==> src/clt_pkg.sv <==
// Shared map, field layouts and types of the configurable logic tile
//==========================================================================
// Contract
// RQ1 - Each array takes twelve routing inputs, eight terms
// RQ2 - Term ANDs 1..12 inputs, true or complement
// RQ3 - Output ORs up to eight terms, fixed width
// RQ4 - Each output registered or combinational, selectable
// RQ5 - Two product-term arrays plus one datapath
// RQ6 - 8-bit single-cycle ALU with condition logic
// RQ7 - Eight 16-bit control words select operation
// RQ8 - Two compares, zero, ones flags, overflow
// RQ9 - Six working registers reachable by bus master
// RQ10 - Accumulators are ALU source, sink, compare source
// RQ11 - Operand registers are sources only, never sinks
// RQ12 - Each byte queue holds four bytes
// RQ13 - Queues load registers or capture results
// RQ14 - Queues are main bus-to-datapath data path
// RQ15 - All datapath registers bus readable and writable
// RQ16 - Carry and shift chain to neighbour datapaths
// RQ17 - Parallel input and output to routing
// RQ18 - ALU result lands in accumulator same edge
package clt_pkg;
  //==========================================================================
  // Widths and sizes
  localparam int DW        = 8;   // Datapath and bus data width
  localparam int AW        = 8;   // Bus address width
  localparam int N_ARR     = 2;   // Product-term arrays per tile
  localparam int ARR_NIN   = 12;  // Routing inputs per array
  localparam int PT_N      = 8;   // Product terms per array
  localparam int ARR_NOUT  = 4;   // Sum outputs per array
  localparam int CS_DEPTH  = 8;   // Control store words
  localparam int CS_W      = 16;  // Control store word width
  localparam int CS_AW     = 3;   // Control store address width
  localparam int Q_DEPTH   = 4;   // Byte queue depth
  localparam int Q_LW      = 3;   // Byte queue level width
  localparam int CFG_BYTES = 64;  // Array configuration bytes
  localparam int ARR_CFG   = 32;  // Configuration bytes per array
  localparam int PT_BYTES  = 3;   // Bytes per product term
  localparam int ARR_OR_OFS  = 24; // First OR-mask byte in an array block
  localparam int ARR_REG_OFS = 28; // Registered-mode byte in an array block
  //==========================================================================
  // Register map
  localparam logic [AW-1:0] ADR_ACC0 = 8'h00;
  localparam logic [AW-1:0] ADR_ACC1 = 8'h01;
  localparam logic [AW-1:0] ADR_OPR0 = 8'h02;
  localparam logic [AW-1:0] ADR_OPR1 = 8'h03;
  localparam logic [AW-1:0] ADR_Q0   = 8'h04;
  localparam logic [AW-1:0] ADR_Q1   = 8'h05;
  localparam logic [AW-1:0] ADR_STAT = 8'h06;
  localparam logic [AW-1:0] ADR_CS   = 8'h10; // Word i low byte at 2i, high at 2i+1
  localparam logic [AW-1:0] CS_MASK  = 8'hF0;
  localparam logic [AW-1:0] ADR_CFG  = 8'h40; // 64 array configuration bytes
  localparam logic [AW-1:0] CFG_MASK = 8'hC0;
  localparam logic [DW-1:0] BYTE_ZERO = 8'h00;
  localparam logic [DW-1:0] BYTE_ONES = 8'hFF;
  //==========================================================================
  // Control word encodings
  typedef enum logic [2:0] {
    FN_INC = 3'h0, FN_DEC = 3'h1, FN_ADD = 3'h2, FN_SUB = 3'h3,
    FN_AND = 3'h4, FN_OR  = 3'h5, FN_XOR = 3'h6, FN_PASS = 3'h7
  } clt_func_e;
  localparam logic [1:0] DST_NONE = 2'h0, DST_ACC0 = 2'h1, DST_ACC1 = 2'h2;
  localparam logic [1:0] SB_OPR0 = 2'h0, SB_OPR1 = 2'h1, SB_PI = 2'h2, SB_ACC1 = 2'h3;
  localparam logic [1:0] SH_NONE = 2'h0, SH_LEFT = 2'h1, SH_RIGHT = 2'h2, SH_SWAP = 2'h3;
  localparam logic [1:0] FL_NONE = 2'h0, FL_OPR0 = 2'h1, FL_OPR1 = 2'h2, FL_ACC0 = 2'h3;
  localparam logic [1:0] FC_NONE = 2'h0, FC_ACC0 = 2'h1, FC_ACC1 = 2'h2, FC_ALU = 2'h3;
  //==========================================================================
  // Carriers
  typedef struct packed {
    logic       chain_sh;  // Shift-in from neighbour
    logic       chain_ci;  // Carry-in from neighbour
    logic [1:0] q1_cap;    // Queue one capture source
    logic [1:0] q0_load;   // Queue zero load target
    logic [1:0] shift;     // Post-ALU shift
    logic [1:0] dest;      // Result accumulator
    logic [1:0] src_b;     // Second operand
    logic       src_a;     // First operand: acc zero or one
    clt_func_e  func;      // ALU function
  } clt_cw_s;
  typedef struct packed {
    logic            wr;
    logic            rd;
    logic [AW-1:0]   addr;
    logic [DW-1:0]   wdata;
  } clt_bus_s;
  typedef struct packed {
    logic [1:0] cmp;   // Acc equals operand register
    logic [1:0] zero;  // Acc is zero
    logic [1:0] ones;  // Acc is all ones
    logic       ovf;   // Signed overflow of the previous cycle, zero when that cycle stalled
  } clt_cond_s;
endpackage : clt_pkg

==> src/clt_fifo.sv <==
// Parameterised first-in first-out buffer with valid/ready on both sides
`timescale 1ns/1ps
`default_nettype none
module clt_fifo #(
  parameter int WIDTH = 8,
  parameter int DEPTH = 16
) (
  input  wire logic                  clk,
  input  wire logic                  rst,
  input  wire logic                  in_valid,
  output logic                       in_ready,
  input  wire logic [WIDTH-1:0]      in_data,
  output logic                       out_valid,
  input  wire logic                  out_ready,
  output logic [WIDTH-1:0]           out_data,
  output logic [$clog2(DEPTH):0]     level
);
  //==========================================================================
  // Storage and pointers; DEPTH must be a power of two so pointers wrap
  localparam int PW = $clog2(DEPTH);
  logic [WIDTH-1:0] mem [DEPTH];   // Entries
  logic [PW-1:0]    wr_ptr;        // Next slot to fill
  logic [PW-1:0]    rd_ptr;        // Oldest entry
  wire  logic       push;
  wire  logic       pop;
  assign push      = in_valid & in_ready;
  assign pop       = out_valid & out_ready;
  // Full and empty come from the level, never from pointer equality
  assign in_ready  = (level != (PW+1)'(DEPTH));
  assign out_valid = (level != '0);
  assign out_data  = mem[rd_ptr];
  //==========================================================================
  // Entry write, no reset needed on data
  always_ff @(posedge clk) begin
    if (push) begin
      mem[wr_ptr] <= in_data;
    end
  end
  // Pointers and level
  always_ff @(posedge clk) begin
    if (rst) begin
      wr_ptr <= '0;
      rd_ptr <= '0;
      level  <= '0;
    end else begin
      wr_ptr <= wr_ptr + PW'(push);
      rd_ptr <= rd_ptr + PW'(pop);
      level  <= level + (PW+1)'(push) - (PW+1)'(pop);
    end
  end
endmodule : clt_fifo
`default_nettype wire

==> src/clt_tile.sv <==
// Configurable logic tile: two product-term arrays and an 8-bit datapath
`timescale 1ns/1ps
`default_nettype none
module clt_tile
  import clt_pkg::*;
(
  input  wire logic                         CLK,
  input  wire logic                         RST,
  input  wire clt_bus_s                     BUS_REQ,
  output logic [DW-1:0]                     BUS_RDATA,
  input  wire logic [N_ARR-1:0][ARR_NIN-1:0] ARR_IN,
  output logic [N_ARR-1:0][ARR_NOUT-1:0]     ARR_OUT,
  input  wire logic [CS_AW-1:0]             CFG_SEL,
  input  wire logic [DW-1:0]                PAR_IN,
  output logic [DW-1:0]                     PAR_OUT,
  output clt_cond_s                         COND,
  input  wire logic                         CHAIN_CI,
  input  wire logic                         CHAIN_SI,
  output logic                              CHAIN_CO,
  output logic                              CHAIN_SO,
  output logic                              STALL
);
  //==========================================================================
  // State
  logic [DW-1:0]   acc0;                  // Accumulator zero
  logic [DW-1:0]   acc1;                  // Accumulator one
  logic [DW-1:0]   opr0;                  // Operand register zero
  logic [DW-1:0]   opr1;                  // Operand register one
  logic [CS_W-1:0] cstore [CS_DEPTH];     // Control store
  logic [DW-1:0]   cfg [CFG_BYTES];       // Array configuration bytes
  clt_cond_s       cond_q;                // Registered conditions
  logic [DW-1:0]   par_q;                 // Registered parallel output
  //==========================================================================
  // Bus decode
  wire logic wr_acc0, wr_acc1, wr_opr0, wr_opr1, wr_q0, wr_q1, wr_cs, wr_cfg;
  wire logic rd_q0, rd_q1;
  assign wr_acc0 = BUS_REQ.wr & (BUS_REQ.addr == ADR_ACC0);
  assign wr_acc1 = BUS_REQ.wr & (BUS_REQ.addr == ADR_ACC1);
  assign wr_opr0 = BUS_REQ.wr & (BUS_REQ.addr == ADR_OPR0);
  assign wr_opr1 = BUS_REQ.wr & (BUS_REQ.addr == ADR_OPR1);
  assign wr_q0   = BUS_REQ.wr & (BUS_REQ.addr == ADR_Q0);
  assign wr_q1   = BUS_REQ.wr & (BUS_REQ.addr == ADR_Q1);
  assign wr_cs   = BUS_REQ.wr & ((BUS_REQ.addr & CS_MASK) == ADR_CS);
  assign wr_cfg  = BUS_REQ.wr & ((BUS_REQ.addr & CFG_MASK) == ADR_CFG);
  assign rd_q0   = BUS_REQ.rd & (BUS_REQ.addr == ADR_Q0);
  assign rd_q1   = BUS_REQ.rd & (BUS_REQ.addr == ADR_Q1);
  //==========================================================================
  // Configuration storage, written byte by byte from the bus
  always_ff @(posedge CLK) begin
    for (int i = 0; i < CS_DEPTH; i++) begin
      if (RST) begin
        cstore[i] <= '0;
      end else if (wr_cs && (BUS_REQ.addr[CS_AW:1] == CS_AW'(i))) begin
        if (BUS_REQ.addr[0]) begin
          cstore[i][CS_W-1:DW] <= BUS_REQ.wdata;
        end else begin
          cstore[i][DW-1:0] <= BUS_REQ.wdata;
        end
      end
    end
  end
  // Array configuration bytes
  always_ff @(posedge CLK) begin
    for (int i = 0; i < CFG_BYTES; i++) begin
      if (RST) begin
        cfg[i] <= '0;
      end else if (wr_cfg && (BUS_REQ.addr[5:0] == 6'(i))) begin
        cfg[i] <= BUS_REQ.wdata;
      end
    end
  end
  //==========================================================================
  // Product-term arrays, one generate copy per array
  for (genvar a = 0; a < N_ARR; a++) begin : g_arr  // [RQ5]
    localparam int B = a * ARR_CFG;
    logic [PT_N-1:0]     term;   // Product terms
    logic [ARR_NOUT-1:0] sop;    // Combinational sums
    logic [ARR_NOUT-1:0] sop_q;  // Registered sums
    wire  logic [ARR_NOUT-1:0] reg_mode;
    for (genvar t = 0; t < PT_N; t++) begin : g_pt
      wire logic [ARR_NIN-1:0] en_t;  // True-polarity enables
      wire logic [ARR_NIN-1:0] en_c;  // Complement enables
      assign en_t = {cfg[B+PT_BYTES*t+1][3:0], cfg[B+PT_BYTES*t]};
      assign en_c = {cfg[B+PT_BYTES*t+2], cfg[B+PT_BYTES*t+1][7:4]};
      // A term with no input enabled reads zero, so unused terms never fire
      assign term[t] = (|(en_t | en_c))
                     & (&(~en_t | ARR_IN[a]))
                     & (&(~en_c | ~ARR_IN[a]));  // [RQ1] [RQ2]
    end
    for (genvar o = 0; o < ARR_NOUT; o++) begin : g_or
      // Every output sees all eight terms through its own mask
      assign sop[o] = |(term & cfg[B+ARR_OR_OFS+o]);  // [RQ3]
    end
    assign reg_mode = cfg[B+ARR_REG_OFS][ARR_NOUT-1:0];
    // Registered copies give the state bits for sequencers
    always_ff @(posedge CLK) begin
      sop_q <= RST ? '0 : sop;
    end
    assign ARR_OUT[a] = (reg_mode & sop_q) | (~reg_mode & sop);  // [RQ4]
  end
  //==========================================================================
  // Byte queues: zero is filled by the bus, one is drained by the bus
  clt_cw_s         cw;                      // Selected control word
  wire logic       need_q0, need_q1, step;
  wire logic       q0_valid, q0_ready, q0_pop, q1_valid, q1_ready, q1_push;
  wire logic       q0_in_ready, q1_in_valid;
  wire logic [DW-1:0] q0_head, q1_head, q1_in_data, alu_res;
  wire logic [Q_LW-1:0] q0_level, q1_level;
  assign cw       = clt_cw_s'(cstore[CFG_SEL]);  // [RQ7]
  assign need_q0  = (cw.q0_load != FL_NONE);
  assign need_q1  = (cw.q1_cap != FC_NONE);
  // The step halts while a needed entry is missing or a slot is not free
  assign STALL    = (need_q0 & ~q0_valid) | (need_q1 & ~q1_ready);  // [RQ13]
  assign step     = ~STALL;
  assign q0_pop   = need_q0 & step;
  // Bus pops only while the datapath does not use the queue
  assign q0_ready = q0_pop | (rd_q0 & ~need_q0);  // [RQ14]
  assign q1_push  = need_q1 & ~(need_q0 & ~q0_valid);
  assign q1_in_valid = q1_push | (wr_q1 & ~need_q1);
  assign q1_in_data  = ~need_q1 ? BUS_REQ.wdata
                     : (cw.q1_cap == FC_ACC0) ? acc0
                     : (cw.q1_cap == FC_ACC1) ? acc1 : alu_res;  // [RQ13]
  clt_fifo #(.WIDTH(DW), .DEPTH(Q_DEPTH)) u_q0 (  // [RQ12]
    .clk       (CLK),
    .rst       (RST),
    .in_valid  (wr_q0),
    .in_ready  (q0_in_ready),
    .in_data   (BUS_REQ.wdata),
    .out_valid (q0_valid),
    .out_ready (q0_ready),
    .out_data  (q0_head),
    .level     (q0_level)
  );
  clt_fifo #(.WIDTH(DW), .DEPTH(Q_DEPTH)) u_q1 (  // [RQ12]
    .clk       (CLK),
    .rst       (RST),
    .in_valid  (q1_in_valid),
    .in_ready  (q1_ready),
    .in_data   (q1_in_data),
    .out_valid (q1_valid),
    .out_ready (rd_q1),
    .out_data  (q1_head),
    .level     (q1_level)
  );
  //==========================================================================
  // ALU: operands, function, shift
  wire logic [DW-1:0] op_a, op_b;
  wire logic          cin, shin;
  logic [DW:0]        sum;      // Ninth bit is carry or borrow
  logic               ovf;      // Signed overflow
  logic [DW-1:0]      shifted;  // After shift unit
  logic               sh_out;   // Bit shifted out
  assign op_a = cw.src_a ? acc1 : acc0;  // [RQ10]
  assign op_b = (cw.src_b == SB_OPR0) ? opr0
              : (cw.src_b == SB_OPR1) ? opr1
              : (cw.src_b == SB_PI) ? PAR_IN : acc1;  // [RQ11] [RQ17]
  assign cin  = cw.chain_ci & CHAIN_CI;  // [RQ16]
  assign shin = cw.chain_sh & CHAIN_SI;  // [RQ16]
  // Function select, one result per cycle
  always_comb begin
    ovf = 1'b0;
    case (cw.func)
      FN_INC:  sum = {1'b0, op_a} + (DW+1)'(1);
      FN_DEC:  sum = {1'b0, op_a} - (DW+1)'(1);
      FN_ADD: begin
        sum = {1'b0, op_a} + {1'b0, op_b} + (DW+1)'(cin);
        ovf = (op_a[DW-1] == op_b[DW-1]) & (sum[DW-1] != op_a[DW-1]);
      end
      FN_SUB: begin
        sum = {1'b0, op_a} - {1'b0, op_b} - (DW+1)'(cin);
        ovf = (op_a[DW-1] != op_b[DW-1]) & (sum[DW-1] != op_a[DW-1]);
      end
      FN_AND:  sum = {1'b0, op_a & op_b};
      FN_OR:   sum = {1'b0, op_a | op_b};
      FN_XOR:  sum = {1'b0, op_a ^ op_b};
      default: sum = {1'b0, op_a};  // Pass
    endcase
  end  // [RQ6]
  // Shift unit, independent of the function
  always_comb begin
    sh_out = 1'b0;
    case (cw.shift)
      SH_LEFT: begin
        shifted = {sum[DW-2:0], shin};
        sh_out  = sum[DW-1];
      end
      SH_RIGHT: begin
        shifted = {shin, sum[DW-1:1]};
        sh_out  = sum[0];
      end
      SH_SWAP: shifted = {sum[DW/2-1:0], sum[DW-1:DW/2]};
      default: shifted = sum[DW-1:0];
    endcase
  end
  assign alu_res  = shifted;
  assign CHAIN_CO = sum[DW];  // [RQ16]
  assign CHAIN_SO = sh_out;   // [RQ16]
  //==========================================================================
  // Next register values; bus write wins, then queue load, then ALU
  wire logic [DW-1:0] next_acc0, next_acc1, next_opr0, next_opr1;
  wire logic ld_acc0, ld_opr0, ld_opr1, dst_acc0, dst_acc1;
  assign ld_acc0  = q0_pop & (cw.q0_load == FL_ACC0);
  assign ld_opr0  = q0_pop & (cw.q0_load == FL_OPR0);
  assign ld_opr1  = q0_pop & (cw.q0_load == FL_OPR1);
  assign dst_acc0 = step & (cw.dest == DST_ACC0);
  assign dst_acc1 = step & (cw.dest == DST_ACC1);
  assign next_acc0 = RST ? BYTE_ZERO : wr_acc0 ? BUS_REQ.wdata  // [RQ15]
                   : ld_acc0 ? q0_head : dst_acc0 ? alu_res : acc0;  // [RQ18] [RQ13]
  assign next_acc1 = RST ? BYTE_ZERO : wr_acc1 ? BUS_REQ.wdata
                   : dst_acc1 ? alu_res : acc1;  // [RQ18] [RQ10]
  // Operand registers are never a destination of the ALU
  assign next_opr0 = RST ? BYTE_ZERO : wr_opr0 ? BUS_REQ.wdata
                   : ld_opr0 ? q0_head : opr0;  // [RQ11]
  assign next_opr1 = RST ? BYTE_ZERO : wr_opr1 ? BUS_REQ.wdata
                   : ld_opr1 ? q0_head : opr1;  // [RQ11]
  // Working registers
  always_ff @(posedge CLK) begin
    acc0 <= next_acc0;
    acc1 <= next_acc1;
    opr0 <= next_opr0;
    opr1 <= next_opr1;
  end  // [RQ9]
  //==========================================================================
  // Conditions from the next values, so they match the registers after the edge
  clt_cond_s next_cond;
  // One driver for the whole struct
  assign next_cond = '{cmp:  {next_acc1 == next_opr1, next_acc0 == next_opr0},
                       zero: {next_acc1 == BYTE_ZERO, next_acc0 == BYTE_ZERO},
                       ones: {next_acc1 == BYTE_ONES, next_acc0 == BYTE_ONES},
                       ovf:  ~RST & step & ovf};
  always_ff @(posedge CLK) begin
    cond_q <= next_cond;  // [RQ8]
    par_q  <= RST ? BYTE_ZERO : step ? alu_res : par_q;  // [RQ17]
  end
  assign COND    = cond_q;
  assign PAR_OUT = par_q;
  //==========================================================================
  // Read-back; a queue read returns the head and pops it, queue zero only while the selected word does not load from it
  wire logic [DW-1:0] rd_mux, status;
  assign status = {BYTE_ZERO[DW-1:4], ~q1_ready, ~q1_valid, ~q0_in_ready, ~q0_valid};
  assign rd_mux = (BUS_REQ.addr == ADR_ACC0) ? acc0
                : (BUS_REQ.addr == ADR_ACC1) ? acc1
                : (BUS_REQ.addr == ADR_OPR0) ? opr0
                : (BUS_REQ.addr == ADR_OPR1) ? opr1
                : (BUS_REQ.addr == ADR_Q0)   ? (q0_valid ? q0_head : BYTE_ZERO)
                : (BUS_REQ.addr == ADR_Q1)   ? (q1_valid ? q1_head : BYTE_ZERO)
                : (BUS_REQ.addr == ADR_STAT) ? status : BYTE_ZERO;  // [RQ15]
  always_ff @(posedge CLK) begin
    BUS_RDATA <= RST ? BYTE_ZERO : BUS_REQ.rd ? rd_mux : BUS_RDATA;
  end
endmodule : clt_tile
`default_nettype wire
==> config.mk <==
export PLATFORM = sky130hd
export DESIGN_NAME = clt_tile
export DESIGN_NICKNAME = d
export VERILOG_FILES = /design/src/clt_pkg.sv /design/src/clt_fifo.sv /design/src/clt_tile.sv
export SDC_FILE = /design/constraint.sdc
export NUM_CORES = 1
export LEC_CHECK = 0
export BUFFER_PORTS_ARGS = -buffer_cell sky130_fd_sc_hd__buf_4
export CORE_ASPECT_RATIO = 1.4
export CORE_MARGIN = 2
export CORE_UTILIZATION = 54
export DETAILED_ROUTE_END_ITERATION = 7
export PLACE_DENSITY = 0.84
export SYNTH_ARGS = -nofsm -noshare
export SYNTH_HDL_FRONTEND = slang
export SYNTH_SLANG_ARGS = --single-unit
==> constraint.sdc <==
create_clock -name CLK -period 5.1 [get_ports CLK]
set_input_delay 0.255 -clock CLK [delete_from_list [all_inputs] [get_ports CLK]]
set_output_delay 0.255 -clock CLK [all_outputs]
set_load 0.05 [all_outputs]
# After elaboration in Yosys (flattened, before gate mapping)
# Memory sizes are Yosys's and may differ from the RTL's. A register that Yosys moved wholly into a read port is not among the register bits.
# Cells that the tools add are included.
word_totals:
  mem_count: 4
  wordCells: 900
  ramBits: 704
  regBits: 77
  output_inout_bits: 34
  in_bits: 57
memory_table:
  columns: ["name", "words", "width", "rd", "rd_ports_with_merged_regs", "write_ports", "line", "rtl"]
  rows:
  - ["cfg", 64, 8, 58, 0, 64, "clt_tile.sv:30", "logic [DW-1:0] cfg [CFG_BYTES];"]
  - ["cstore", 8, 16, 1, 0, 8, "clt_tile.sv:29", "logic [CS_W-1:0] cstore [CS_DEPTH];"]
  - ["u_q0.mem", 4, 8, 1, 1, 1, "clt_fifo.sv:21", "logic [WIDTH-1:0] mem [DEPTH];"]
  - ["u_q1.mem", 4, 8, 1, 1, 1, "clt_fifo.sv:21", null]
op_classes:
  mux: 363
  n_reduce_logical: 139
  n_addsub: 14
  n_bitwise: 256
  n_eq_ne: 106
ops:
  columns: ["operator", "n"]
  rows:
  - ["8-bit two-way mux", 108]
  - ["12-bit OR", 48]
  - ["12-bit NOT", 34]
  - ["12-bit AND reduction", 32]
  - ["1-bit two-way mux", 248]
  - ["6-bit equality test (second input constant)", 32]
  - ["12-bit OR reduction", 16]
  - ["6-bit by 5-bit equality test with 1-bit output (second input constant)", 16]
  - ["1-bit OR", 83]
  - ["8-bit AND", 9]
  - ["1-bit logical AND", 72]
  - ["8-bit OR reduction", 8]
  - ["1-bit AND", 63]
  - ["9-bit case mux with 7 select lines", 1]
  - ["6-bit by 4-bit equality test with 1-bit output (second input constant)", 8]
  - ["6-bit by 3-bit equality test with 1-bit output (second input constant)", 4]
  - ["8-bit by 3-bit equality test with 1-bit output (second input constant)", 3]
  - ["8-bit zero test", 3]
  - ["8-bit case mux with 3 select lines", 1]
  - ["3-bit equality test (second input constant)", 7]
  - ["4-bit AND", 4]
  - ["8-bit by 2-bit equality test with 1-bit output (second input constant)", 2]
  - ["8-bit equality test", 2]
  - ["8-bit equality test (second input constant)", 2]
  - ["33 further kinds", 72]

# Logic depth before layout (Yosys ltp)
# An unclocked memory read counts as a cell.
logic_depth:
  depth_word: 14
  mapped_depth: 25
  depth_no_buf: 21

# Modules after synthesis
# From an unflattened synthesis, not the netlist that was laid out.
hier_totals:
  cells_unflattened: 3167
  area_unflattened_um2: 37054.3
by_module_without_submodules:
  columns: ["mod", "n_inst", "area_each_um2", "seq_area_each_um2", "cells_per_inst"]
  rows:
  - ["clt_tile", 1, 34036.4, 18798.0, 3013]
  - ["clt_fifo", 2, 1508.9, 1101.1, 77]

# Worst setup path after synthesis
# Ideal clock, no wire load.
synth_path:
  kind: "input to register"
  start: "input port CFG_SEL[0]"
  end: "register cond_q, in the netlist COND[6]"
  slack_ns: -0.445
  path_buffers: 4
  arrival_ns: 5.442
  cell_stages: 25
  cell_sequence: "buf_6 > buf_12 > buf_2 > buf_1 > mux4_2 > mux2i_1 > nor2b_1 > xor2_1 > ha_1 > or2_2 > inv_1 > fa_1 > nand2b_1 > a2111oi_0 > or3b_2 > a41oi_1 > o2111ai_1 > a311oi_1 > inv_1 > o21ai_1 > a311o_2 > inv_2 > a2111oi_2 > nand4_1 > a2111oi_2"
synth_rtl:
  columns: ["element", "line", "rtl"]
  rows:
  - ["from (decl)", "clt_tile.sv:13", "input wire logic [CS_AW-1:0] CFG_SEL,"]
  - ["to (signal assigned)", "clt_tile.sv:232", "cond_q <= next_cond;"]
  - ["to (decl)", "clt_tile.sv:31", "clt_cond_s cond_q;"]

==> impl_metrics.ini <==
[critical_path]
critPathLaunch = cstore[0][4]
startpoint_type = register
rr_endpoint = COND[3]
rrSetupSlack_ps = -100
cp-end-kind = register
path_max_fanout = 3
critPathArrivalTime_ps = 5740
r2r_cells = 23
path_class = reg2reg
reg2reg_from = cstore[0][4]
required_ps = 5650

[global_routing]
grt_pass1_vias = 27916
grt.total_usage = 0.3145
grt_max_degree = 84
grt_remaining_overflow = 0
antenna_found_initial = 2
grt_pass1_wl_mm = 165.8

[cells_and_area]
layout.nets = 3303
fill_cells = 4880
layout-drive-gt1-share = 0.1892
area_growth_pct = 14.85
register_area_sq_um = 21000
multiInputGateArea_sq_um = 15290
final_util = 0.6252

[power]
p_leak_uw = 0.01668
p_switching_uw = 5070
ir_drop_v = 0.0002696
powerDensity_nw_per_um2 = 394.8
switching_share = 0.3040
p_int_uw = 11610
comb_power_share = 0.255
pwr-share-seq = 0.435
p_clk_frac = 0.310
power_uw = 16680

[drt]
drc = 0
drt-pass1-iter-count = 8
wl_per_cell_um = 27.39
drt-vias-per-instance = 6.782
vias = 27875
wl_mm = 112.6
ant_nets = 0
drtIter0Drc = 3703

[sta]
final-hold-violation-count = 0
fmax_mhz = 192.5
rsz0062_at_grt = true
worst_pin_slew_ps = 1404
period_minus_slack_ps = 5195
report.final.slew_viol_count = 0
worst_slack_ps = -95.07
setup_tns_ps = -362.6
fin_skew_ps = 38.23
timing.final.crit_share = 1.019
slew_headroom = 0.04529
setup_viol = 7

[floorplan]
start_util = 0.5444
core_sq_um = 67580
dieHeight_um = 312.8
die-area_sq_um = 70260
die_w_um = 224.6
num_rows = 113
io_pins = 91

[synthesis]
synth_common_cells = edfxtp_1 (648), and3_1 (364), mux2i_1 (286)
synth-edff-count = 648
ys_types = 89
yosysWarnings = 0
postSynth.asyncResetShare = 0
synth_top_area_frac = 0.5289
synthesis.instances = 3057
synth_top_cell_by_area = edfxtp_1
syn_nets = 3166
synth_area_leaders = edfxtp_1 (53%), mux2i_1 (7.8%), and3_1 (6.2%)
synth.avg_cell_area_sq_um = 12.03
synth_flop_cell = edfxtp_1
syn-cell-area_sq_um = 36790
ys_seq_elements = 725
yosysMostFrequentCell = edfxtp_1
synth_seq_area_share = 0.5708

[min_path]
holdCritPathClass = in2reg
min_from = BUS_REQ[5]
min_to = u_q0.mem[0][5]
hold-path-cell-count = 1

[clock_tree]
cts-htree-levels = 3
cts.path.max_buffers = 3
cts.sinks = 725
numCtsBuffers = 68
clk_pin_slew_ps = 70
clockRootBuffer = clkbuf_16
cts_tree = done
clock_latency_ps = 640

[status]
status = finished with violations
violations = setup timing

[job]
drv_cap = 0

[place]
io_buffers = 90
gp_congestion = 0.9873
hpwl_mm = 71.67
[worst max-delay path, cell delays in order, from the launching register on]
cell	delay, ps
edfxtp_1	370
mux4_2	500
mux2i_4	180
buf_12	150
mux4_2	360
xor2_1	170
ha_2	180
or2_4	270
buf_6	130
ha_4	160
nor4_4	150
a22oi_1	100
mux2_4	300
mux2i_2	240
o22ai_2	120
o21ai_2	200
nand2_1	120
buf_4	150
buf_6	100
o21a_4	210
a2bb2oi_2	140
and2_4	170
or4_4	410
nor4_2	240
[repair_timing]
action / CTS / global route
setup buffers: 9 / 21
hold endpoints to repair: 8 / 0
gates resized for setup: 36 / 101
hold buffers: 5 / 0
pin swaps: 22 / 58
endpoints found under the setup margin: 16 / 41
cloned: 0 / 1
[power groups by stage]
stage,Sequential [uW],Clock [uW],Combinational [uW]
after global routing,7280,5380,4470
after detailed placement,7350,0,3610
after global placement,7330,0,3570
after floorplan,7340,0,2170
after CTS,7230,5170,3820
final,7250,5180,4250
[kinds of logic after synthesis]
group | synth area share
mux | 0.1140
compound gates | 0.06724
flops | 0.5708
buf+inv | 0.03211
fa+ha+maj | 0.01871
xor+xnor | 0.006428
simple gates | 0.1907
[registers in the layout, summed over array words and instances (netlist names)]
signal and cells:
cfg 456, cstore 128, g_arr.sop_q 8, acc1 8
opr0 8, u_q0.wr_ptr 2, u_q0.level 3, u_q1.mem 32
opr1 8, u_q0.mem 32, BUS_RDATA 8, u_q1.wr_ptr 2
COND 7, PAR_OUT 8, u_q1.rd_ptr 2, acc0 8
u_q0.rd_ptr 2, u_q1.level 3
[through the flow]
step	setup WS, ps	instances	hold slack [ps]	instance area [sq um]
5_1_grt	-256.4	4109	146.3	42250
4_1_cts	4.103	4086	152.8	41590
2_1_floorplan	5.169	3057	353.9	36820
3_3_place_gp	-217.2	3952	469.2	39100
6_report	-95.07	4110	162.4	42250
3_5_place_dp	-300.2	3952	492.8	39100
[how the worst max path moves through the flow]
stage                     slack, ps        to
after detailed placement       -300   COND[6]
after CTS                         4  CHAIN_SO
final                          -100   COND[3]
after global routing           -260   COND[3]
after floorplan                   5   COND[6]
after global placement         -220   COND[6]
[cell usage in the layout (no fill, tap or decap), drive strengths merged, types with 6 or more instances in the layout]
cell type and count:
o22ai 7, o21a 6, a21oi 64, mux4 45
a21o 11, ha 47, clkbuf 77, a211oi 12
and2 251, nor4 123, o31ai 8, nor2b 25
inv 58, o211ai 7, bufinv 7, edfxtp 648
a22oi 47, nand2 103, xor2 6, nand4 83
or2 7, xnor2 21, o21ai 108, a31oi 17
mux2i 289, and3 364, nand3 31, nor2 173
dfxtp 77, buf 301, clkinv 30, nand2b 14
a221oi 12, o311ai 7, or3 9, nor3 33
mux2 23
[per-layer routing]
layer	part of all wire	GRT usage	wire length [um]	vias up
li1	-	-	-	11905
met1	0.34	0.3637	38050	13457
met2	0.48	0.5185	53660	1919
met3	0.10	0.06346	11660	592
met4	0.082	0.2340	9186	2
met5	0.000071	0	8	-
[cell type report]
class,instances,area share
diodes,2,0.0001184
clock buffers,75,0.04140
clock inverters,47,0.01105
inverters,52,0.004619
multi-input cells,2039,0.3620
flip-flops and latches,725,0.4970
well taps,862,0.02553
repair buffers,308,0.05831
Note: power is estimated with default switching activity, not from simulation.
